## src/rtl/nbm_pkg.sv

```systemverilog
// Shared constants and carrier types for the NAND bad-block manager
package nbm_pkg;
    localparam int NBM_BLOCKS = 1024;
    localparam int NBM_BLK_W = 10;
    localparam int NBM_PG_W = 6;
    localparam logic [10:0] NBM_TOTAL_BLOCKS = 11'h400;
    localparam logic [10:0] NBM_MIN_VALID = 11'h3EC;
    localparam logic [9:0] NBM_BOOT_BLOCK = 10'h000;
    localparam logic [9:0] NBM_LAST_BLOCK = 10'h3FF;
    localparam logic [5:0] NBM_MARK_PAGE0 = 6'h00;
    localparam logic [5:0] NBM_MARK_PAGE1 = 6'h01;
    localparam logic [7:0] NBM_MARK_GOOD = 8'hFF;
    localparam int NBM_STAT_FAIL_BIT = 0;
    localparam int NBM_ECC_UNIT_BYTES = 528;
    localparam int NBM_ECC_MIN_BITS = 1;

    typedef enum logic [2:0]
    {
        NBM_FOP_READ = 3'h0,
        NBM_FOP_PROG = 3'h1,
        NBM_FOP_ERASE = 3'h2,
        NBM_FOP_STATUS = 3'h3,
        NBM_FOP_MARK = 3'h4
    } nbm_fop_type;

    typedef enum logic [1:0]
    {
        NBM_UOP_READ = 2'h0,
        NBM_UOP_PROG = 2'h1,
        NBM_UOP_ERASE = 2'h2
    } nbm_uop_type;

    typedef enum logic [2:0]
    {
        NBM_RC_OK = 3'h0,
        NBM_RC_BAD_BLOCK = 3'h1,
        NBM_RC_ORDER = 3'h2,
        NBM_RC_FAIL = 3'h3,
        NBM_RC_ECC_FIXED = 3'h4,
        NBM_RC_ECC_UNCOR = 3'h5
    } nbm_rc_type;

    typedef struct packed
    {
        nbm_fop_type fop;
        logic [9:0] blk;
        logic [5:0] pg;
    } nbm_freq_type;

    typedef struct packed
    {
        logic [7:0] data;
        logic ecc_fixed;
        logic ecc_uncor;
    } nbm_frsp_type;

    typedef struct packed
    {
        nbm_uop_type uop;
        logic [9:0] blk;
        logic [5:0] pg;
    } nbm_cmd_type;

    typedef struct packed
    {
        nbm_rc_type code;
        logic [9:0] blk;
        logic [5:0] pg;
    } nbm_rsp_type;
endpackage

```

## src/rtl/nbm_manager.sv

```systemverilog
// Host-side bad-block manager placed above a NAND operation engine
`timescale 1ns/1ns
module nbm_manager
    import nbm_pkg::*;
(
    input wire logic mclk,
    input wire logic nrst,
    input wire logic cmd_valid,
    output logic cmd_ready,
    input wire nbm_cmd_type cmd,
    output logic rsp_valid,
    output nbm_rsp_type rsp,
    output logic fl_valid,
    input wire logic fl_ready,
    output nbm_freq_type fl_req,
    input wire logic fl_done,
    input wire nbm_frsp_type fl_rsp,
    output logic scan_done,
    output logic scan_ok,
    output logic [10:0] bad_count
);
    typedef enum logic [3:0]
    {
        ST_SCAN_REQ = 4'h0,
        ST_SCAN_WAIT = 4'h1,
        ST_SCAN_WR = 4'h2,
        ST_IDLE = 4'h3,
        ST_LOOK = 4'h4,
        ST_CHECK = 4'h5,
        ST_OP_REQ = 4'h6,
        ST_OP_WAIT = 4'h7,
        ST_STAT_REQ = 4'h8,
        ST_STAT_WAIT = 4'h9,
        ST_RESP = 4'hA
    } nbm_state_type;

    nbm_state_type state_ff, nxt_state;
    nbm_uop_type uop_ff, nxt_uop;
    nbm_fop_type fop_ff, nxt_fop;
    nbm_rc_type code_ff, nxt_code;
    logic [9:0] blk_ff, nxt_blk;
    logic [5:0] pg_ff, nxt_pg;
    logic mark_ff, nxt_mark;
    logic scan_done_ff;
    logic [10:0] bad_cnt_ff;
    logic [9:0] open_blk_ff;
    logic [5:0] open_pg_ff;
    logic open_vld_ff;

    wire logic rd_bad;
    wire logic wr_en;
    wire logic wr_bad;
    wire logic marker_bad;
    wire logic order_bad;
    wire logic is_write_op;
    wire logic stat_fail;
    wire logic [10:0] valid_cnt;

    assign marker_bad = fl_rsp.data != NBM_MARK_GOOD;
    // Only the last programmed block is tracked: one entry, hopping restarts it
    assign order_bad = open_vld_ff && (blk_ff == open_blk_ff)
        && (pg_ff <= open_pg_ff);
    assign is_write_op = uop_ff != NBM_UOP_READ;
    assign stat_fail = fl_rsp.data[NBM_STAT_FAIL_BIT];
    assign wr_en = (state_ff == ST_SCAN_WR)
        || (state_ff == ST_RESP && code_ff == NBM_RC_FAIL);
    assign wr_bad = (state_ff == ST_SCAN_WR) ? mark_ff : 1'b1;
    assign valid_cnt = NBM_TOTAL_BLOCKS - bad_cnt_ff;
    assign cmd_ready = state_ff == ST_IDLE;
    assign rsp_valid = state_ff == ST_RESP;
    assign rsp = '{code: code_ff, blk: blk_ff, pg: pg_ff};
    assign fl_valid = (state_ff == ST_SCAN_REQ) || (state_ff == ST_OP_REQ)
        || (state_ff == ST_STAT_REQ);
    assign fl_req = '{fop: fop_ff, blk: blk_ff, pg: pg_ff};
    assign scan_done = scan_done_ff;
    assign scan_ok = scan_done_ff && (valid_cnt >= NBM_MIN_VALID);
    assign bad_count = bad_cnt_ff;
    nbm_bbt_mem #(.DEPTH(NBM_BLOCKS), .AW(NBM_BLK_W)) u_bbt
    (
        .mclk(mclk),
        .nrst(nrst),
        .wr_en(wr_en),
        .wr_addr(blk_ff),
        .wr_bad(wr_bad),
        .rd_addr(blk_ff),
        .rd_bad(rd_bad)
    );
    always_comb
    begin
        nxt_state = state_ff;
        nxt_uop = uop_ff;
        nxt_fop = fop_ff;
        nxt_code = code_ff;
        nxt_blk = blk_ff;
        nxt_pg = pg_ff;
        nxt_mark = mark_ff;
        unique case (state_ff)
            ST_SCAN_REQ:
                if (fl_ready)
                    nxt_state = ST_SCAN_WAIT;
            ST_SCAN_WAIT:
                if (fl_done)
                begin
                    nxt_mark = marker_bad;
                    if (marker_bad || pg_ff == NBM_MARK_PAGE1)
                        nxt_state = ST_SCAN_WR;
                    else
                    begin
                        nxt_pg = NBM_MARK_PAGE1;
                        nxt_state = ST_SCAN_REQ;
                    end
                end
            ST_SCAN_WR:
                if (blk_ff == NBM_LAST_BLOCK)
                begin
                    nxt_pg = NBM_MARK_PAGE0;
                    nxt_state = ST_IDLE;
                end
                else
                begin
                    nxt_blk = blk_ff + 10'h001;
                    nxt_pg = NBM_MARK_PAGE0;
                    nxt_fop = NBM_FOP_MARK;
                    nxt_state = ST_SCAN_REQ;
                end
            ST_IDLE:
                if (cmd_valid)
                begin
                    nxt_uop = cmd.uop;
                    nxt_blk = cmd.blk;
                    nxt_pg = cmd.pg;
                    nxt_state = ST_LOOK;
                end
            ST_LOOK:
                nxt_state = ST_CHECK;
            ST_CHECK:
                if (is_write_op && rd_bad)
                begin
                    nxt_code = NBM_RC_BAD_BLOCK;
                    nxt_state = ST_RESP;
                end
                else if (uop_ff == NBM_UOP_PROG && order_bad)
                begin
                    nxt_code = NBM_RC_ORDER;
                    nxt_state = ST_RESP;
                end
                else
                begin
                    nxt_fop = (uop_ff == NBM_UOP_PROG) ? NBM_FOP_PROG
                        : (uop_ff == NBM_UOP_ERASE) ? NBM_FOP_ERASE : NBM_FOP_READ;
                    nxt_state = ST_OP_REQ;
                end
            ST_OP_REQ:
                if (fl_ready)
                    nxt_state = ST_OP_WAIT;
            ST_OP_WAIT:
                if (fl_done)
                begin
                    if (!is_write_op)
                    begin
                        nxt_code = fl_rsp.ecc_uncor ? NBM_RC_ECC_UNCOR
                            : fl_rsp.ecc_fixed ? NBM_RC_ECC_FIXED : NBM_RC_OK;
                        nxt_state = ST_RESP;
                    end
                    else
                    begin
                        nxt_fop = NBM_FOP_STATUS;
                        nxt_state = ST_STAT_REQ;
                    end
                end
            ST_STAT_REQ:
                if (fl_ready)
                    nxt_state = ST_STAT_WAIT;
            ST_STAT_WAIT:
                if (fl_done)
                begin
                    nxt_code = stat_fail ? NBM_RC_FAIL : NBM_RC_OK;
                    nxt_state = ST_RESP;
                end
            ST_RESP:
                nxt_state = ST_IDLE;
            default:
                nxt_state = ST_IDLE;
        endcase
    end

    // Reset lands in the table-write state for block zero, marked good
    always_ff @(posedge mclk or negedge nrst)
    begin
        if (!nrst)
        begin
            state_ff <= ST_SCAN_WR;
            uop_ff <= NBM_UOP_READ;
            fop_ff <= NBM_FOP_MARK;
            code_ff <= NBM_RC_OK;
            blk_ff <= NBM_BOOT_BLOCK;
            pg_ff <= NBM_MARK_PAGE0;
            mark_ff <= 1'b0;
        end
        else
        begin
            state_ff <= nxt_state;
            uop_ff <= nxt_uop;
            fop_ff <= nxt_fop;
            code_ff <= nxt_code;
            blk_ff <= nxt_blk;
            pg_ff <= nxt_pg;
            mark_ff <= nxt_mark;
        end
    end

    always_ff @(posedge mclk or negedge nrst)
    begin
        if (!nrst)
            scan_done_ff <= 1'b0;
        else if (state_ff == ST_SCAN_WR && blk_ff == NBM_LAST_BLOCK)
            scan_done_ff <= 1'b1;
    end

    always_ff @(posedge mclk or negedge nrst)
    begin
        if (!nrst)
            bad_cnt_ff <= 11'h000;
        else if (wr_en && wr_bad)
            bad_cnt_ff <= bad_cnt_ff + 11'h001;
    end

    // Erasing the open block lets programming restart anywhere in it
    always_ff @(posedge mclk or negedge nrst)
    begin
        if (!nrst)
        begin
            open_vld_ff <= 1'b0;
            open_blk_ff <= 10'h000;
            open_pg_ff <= 6'h00;
        end
        else if (state_ff == ST_OP_REQ && fl_ready && fop_ff == NBM_FOP_PROG)
        begin
            open_vld_ff <= 1'b1;
            open_blk_ff <= blk_ff;
            open_pg_ff <= pg_ff;
        end
        else if (state_ff == ST_OP_REQ && fl_ready && fop_ff == NBM_FOP_ERASE
            && blk_ff == open_blk_ff)
            open_vld_ff <= 1'b0;
    end

    a_boot_block_good: assert property (@(posedge mclk) disable iff (!nrst)
        (state_ff == ST_SCAN_WR && blk_ff == NBM_BOOT_BLOCK) |-> !wr_bad)
        else $error("block zero written as bad during scan");
    a_marker_bad: assert property (@(posedge mclk) disable iff (!nrst)
        (state_ff == ST_SCAN_WAIT && fl_done && marker_bad)
        |=> (state_ff == ST_SCAN_WR && wr_en && wr_bad))
        else $error("bad marker not recorded");
    a_scan_first: assert property (@(posedge mclk) disable iff (!nrst)
        (fl_valid && (fl_req.fop == NBM_FOP_PROG || fl_req.fop == NBM_FOP_ERASE))
        |-> scan_done_ff)
        else $error("program or erase before scan completed");
    a_bad_refused: assert property (@(posedge mclk) disable iff (!nrst)
        (state_ff == ST_CHECK && rd_bad && is_write_op)
        |=> (rsp_valid && rsp.code == NBM_RC_BAD_BLOCK) ##1 cmd_ready)
        else $error("operation on bad block not refused");
    a_status_follows: assert property (@(posedge mclk) disable iff (!nrst)
        (state_ff == ST_OP_WAIT && fl_done && is_write_op)
        |=> (fl_valid && fl_req.fop == NBM_FOP_STATUS))
        else $error("no status read after program or erase");
    a_fail_retire: assert property (@(posedge mclk) disable iff (!nrst)
        (state_ff == ST_STAT_WAIT && fl_done && stat_fail)
        |=> (rsp_valid && rsp.code == NBM_RC_FAIL) ##1 (bad_cnt_ff == $past(bad_cnt_ff) + 11'h001))
        else $error("failed block not retired");
    a_ecc_report: assert property (@(posedge mclk) disable iff (!nrst)
        (state_ff == ST_OP_WAIT && fl_done && !is_write_op && fl_rsp.ecc_uncor)
        |=> (rsp_valid && rsp.code == NBM_RC_ECC_UNCOR))
        else $error("uncorrectable read not reported");
    a_order_kept: assert property (@(posedge mclk) disable iff (!nrst)
        (fl_valid && fl_ready && fl_req.fop == NBM_FOP_PROG && open_vld_ff
        && fl_req.blk == open_blk_ff) |-> (fl_req.pg > open_pg_ff))
        else $error("program page not ascending");
    c_scan_end: cover property (@(posedge mclk) disable iff (!nrst)
        $rose(scan_done_ff));
    c_prog_fail: cover property (@(posedge mclk) disable iff (!nrst)
        rsp_valid && rsp.code == NBM_RC_FAIL);
    c_order_refused: cover property (@(posedge mclk) disable iff (!nrst)
        rsp_valid && rsp.code == NBM_RC_ORDER);
    c_read_fixed: cover property (@(posedge mclk) disable iff (!nrst)
        rsp_valid && rsp.code == NBM_RC_ECC_FIXED);
endmodule

```

## src/rtl/nbm_bbt_mem.sv

```systemverilog
// One bit per block bad-block table with registered read
`timescale 1ns/1ns
module nbm_bbt_mem
#(
    parameter int DEPTH = 1024,
    parameter int AW = 10
)
(
    input wire logic mclk,
    input wire logic nrst,
    input wire logic wr_en,
    input wire logic [AW-1:0] wr_addr,
    input wire logic wr_bad,
    input wire logic [AW-1:0] rd_addr,
    output logic rd_bad
);
    logic mem_ff [DEPTH];
    logic rd_bad_ff;

    // Array has no reset; the startup scan writes every entry
    always_ff @(posedge mclk)
    begin
        if (wr_en)
            mem_ff[wr_addr] <= wr_bad;
    end

    always_ff @(posedge mclk or negedge nrst)
    begin
        if (!nrst)
            rd_bad_ff <= 1'b0;
        else
            rd_bad_ff <= mem_ff[rd_addr];
    end

    assign rd_bad = rd_bad_ff;
endmodule

```

## config.mk

```make
export PLATFORM = sky130hd
export DESIGN_NAME = nbm_manager
export DESIGN_NICKNAME = d
export VERILOG_FILES = /design/src/rtl/nbm_pkg.sv /design/src/rtl/nbm_manager.sv /design/src/rtl/nbm_bbt_mem.sv
export SDC_FILE = /design/constraint.sdc
export NUM_CORES = 2
export LEC_CHECK = 0
export ABC_AREA = 1
export ABC_CLOCK_PERIOD_IN_PS = 16350
export BUFFER_PORTS_ARGS = -buffer_cell sky130_fd_sc_hd__clkbuf_2
export CAP_MARGIN = 20
export CORE_ASPECT_RATIO = 1.1
export CORE_MARGIN = 4
export CORE_UTILIZATION = 35
export CTS_BUF_LIST = sky130_fd_sc_hd__clkbuf_16
export DETAILED_ROUTE_END_ITERATION = 7
export SLEW_MARGIN = 40
export SYNTH_ARGS = -nofsm -noshare
export SYNTH_HDL_FRONTEND = slang
export SYNTH_HIERARCHICAL = 1
export SYNTH_SLANG_ARGS = --single-unit
```

## constraint.sdc

```tcl
create_clock -name mclk -period 16.35 [get_ports mclk]
set_input_delay 0.8175 -clock mclk [delete_from_list [all_inputs] [get_ports mclk]]
set_output_delay 0.8175 -clock mclk [all_outputs]
set_load 0.01 [all_outputs]
```

==> metrics.md <==
| Metric | Value |
|---|---|
| Bufs and invs on worst path | `3` |
| Final worst path period need | `approximately 4100 ps` |
| CTS Buffer Depth | `3` |
| Relative slew margins | `0.394` |
| Synthesized Nets | `5212` |
| CTS tree | `yes` |
| Part of the Yosys area used for sequential elements | `0.645` |
| Wirelength per Cell | `approximately 21 µm` |
| CP startpoint kind | `flip-flop` |
| Leak | `~18 nW` |
| Setup tns final | `0 ps` |
| Starting Density | `0.352` |
| Worst-Margin Slew | `between 900 and 1000 ps` |
| Mapped Area | `50000 µm²` |
| CP Capture Type | `flip-flop` |
| Vias post-DR | `around 37k` |
| CP max stage delay | `~760 ps` |
| Fill count | `14.2k` |
| Max-cap violations | `0` |
| Synth top cells by count | `nand2_1, nor2_1, nand3_1` |
| Hold Slack | `between 200 and 250 ps` |
| Initial drt markers | `about 4.5k` |
| CTS clk-pin slew, worst paths | `~60 ps` |
| Core ar. | `about 140000 µm²` |
| Critical path's slowest cell | `dfrtp_4` |
| Total Routing Usage GR | `0.196` |
| Largest net degree at the start of global routing | `176` |
| FF+latch count, synth | `1083` |
| Fmax | `242 MHz` |
| Final setup fails | `0` |
| Post-synth EDFFs | `~1k` |
| Cell Chain, Critical Path | `inv_16, buf_16, buf_12, nand2_1, nand3_1, nand3_1, nand3_1, nand3_1, nand3_1, nand3_1, nand2_1, nand2_1, nand3_1, nand3_1, nand2_1` |
| Top fanout value on the critical path | `138` |
| First-pass GRT wire length | `around 220 mm` |
| Post-route ant nets | `0` |
| CTS sink cnt | `1083` |
| Io pins | `a little under 90` |
| Post-synthesis cell count | `between 5k and 6k` |
| R2R cell count | `15` |
| N_diodes | `0` |
| RSZ-0062 raised after global routing | `no` |
| Detailed Routing Iterations Pass 1 | `6` |
| Synth top area share | `0.615` |
| Final WL | `around 150 mm` |
| Number of synthesis warnings | `6` |
| Hold Path Class | `in -> async` |
| DRC errors left | `0` |
| Worst path required time | `between 15000 and 20000 ps` |
| H-tree Lvls | `3` |
| Num CTS Buffers | `110` |
| Status | `finished clean` |
| Distinct cell type count after synthesis | `41` |
| Max VDD drop | `about 0.11 mV` |
| Critical path depth in cells | `15` |
| Final max-slew violation count | `0` |
| Dpl hpwl | `74.5 mm` |
| Layout area overhead | `10.5%` |
| Setup CP Type | `reg -> reg` |
| Fin crit share | `0.253` |
| Syn Area/Cell | `~9.7 µm²` |
| Gr ovfl total | `0` |
| Nets | `5047` |
| Setup Skew | `between 20 and 30 ps` |
| Antenna violations before repair | `0` |
| Power per cell area | `roughly 170 nW/µm²` |
| Post-cts resize count | `0` |
| Layout cells sized above 1 | `0.0841` |
| Setup repair bufs after CTS | `0` |
| Clk_lat worst skew | `slightly above 700 ps` |
| Die Y | `404 µm` |
| Num rows | `around 150` |
| Most common cell in the netlist | `nand2_1` |
| Vias in the first global route | `between 30k and 40k` |
| Ys flop type | `edfxtp_1` |
| Hold Buf Count CTS | `0` |
| IO Port Bufs | `86` |
| Placer Congestion | `0.836` |
| Top cells by area, synth | `edfxtp_1, nand3_1, nand2_1` |
| Via density | `around 5.3` |
| Most common cell on crit path | `nand3_1` |
| Synth async-reset ratio | `0.0545` |
| Endpoints failing hold | `0` |
| Crit-path leading delay family | `simple AND/OR/NAND/NOR gates` |
| CTS root buf | `clkbuf_16` |
| Chip Width | `~370 µm` |
| Crit path arrival time | `4800 ps` |
| Largest area contributor in the netlist | `edfxtp_1` |
| Full die area | `149000 µm²` |
-- worst register-to-register path, delay by kind of cell, from the launching register on --
family	cells	cell delay, ps
buf+inv	3	1450
flops	1	760
simple gates	12	1870
-- kinds of logic after synthesis --
| logic type | Yosys count | synth area share |
|---|---|---|
| simple gates | 3431 | 0.288 |
| flops | 1083 | 0.645 |
| buf+inv | 552 | 0.0527 |
| compound gates | 71 | 0.00781 |
| xor+xnor | 22 | 0.00386 |
| fa+ha+maj | 10 | 0.00250 |
-- metal layers --
layer  wire, µm  track usage  vias up
met2      71300        0.328     1715
met3      13700       0.0325      261
met5          0            0        -
met4       5220       0.0699        0
met1      59800        0.259    18483
li1           -            -    17011
-- cells in the final DEF (no fill, tap or decap), drive strengths merged --
master | Yosys | routed
nor3 | 28 | 28
nand4 | 17 | 17
o31ai | 3 | 3
nor2 | 1106 | 1106
a31oi | 2 | 2
clkinv | 1 | 57
nor4 | 1 | 1
edfxtp | 1024 | 1024
ha | 10 | 10
o21ai | 46 | 46
clkbuf | 182 | 201
buf | 260 | 78
nand3b | 1 | 1
a21oi | 13 | 13
o22ai | 1 | 1
nand3 | 1044 | 1044
dfstp | 2 | 2
or2 | 1 | 1
inv | 109 | 136
xnor2 | 2 | 2
bufinv | 0 | 10
xor2 | 20 | 20
nand2 | 1233 | 1233
a21boi | 1 | 1
o32ai | 1 | 1
dfrtp | 57 | 57
o211ai | 4 | 4
-- cell type report --
class	count	area, µm²	area share
repair buffers	165	1250	0.0226
multi-input cells	3534	15300	0.278
well taps	1911	2390	0.0433
flip-flops and latches	1083	32200	0.584
inverters	110	445	0.00807
clock buffers	114	2850	0.0517
clock inverters	93	672	0.0122
-- path summary, 6_finish.rpt --
kind                                     from       endpoint  slack (ps)
worst max-delay path                blk_ff[0]   u_bbt/rd_bad       12210
worst min-delay path                     nrst    state_ff[2]         210
worst max register to register      blk_ff[0]   u_bbt/rd_bad       12210
worst min register to register  open_pg_ff[4]  open_pg_ff[4]         500
max in group asynchronous                nrst      blk_ff[3]       15660
min in group mclk                      cmd[5]       pg_ff[5]         340
-- state kept, by name, summed over array words and instances (netlist names) --
signal / flops
code_ff: 3
fop_ff: 3
blk_ff: 10
scan_done: 1
u_bbt/mem_ff: 1024
uop_ff: 2
u_bbt/rd_bad: 1
state_ff: 4
bad_count: 11
open_vld_ff: 1
open_pg_ff: 6
open_blk_ff: 10
mark_ff: 1
pg_ff: 6
-- stage by stage --
step	power, mW	cells	util	area (µm²)	setup WS [ps]
floorplan	5.97	5169	-	50000	983
global placement	6.59	6794	0.362	51300	11870
detailed placement	6.65	6802	0.364	51600	11850
CTS	9.13	7009	0.389	55100	11820
global route	9.56	7010	0.389	55200	12040
finish	9.12	7010	0.389	55200	12210
-- where the power goes --
part | total, mW | internal (mW) | leakage, nW | switching [mW]
registers | 3.45 | 3.32 | 9.71 | 0.139
logic | 3.19 | 0.791 | 6.94 | 2.39
clock network | 2.48 | 1.41 | 1.85 | 1.07
No activity file was read; power rests on OpenSTA's default activity.
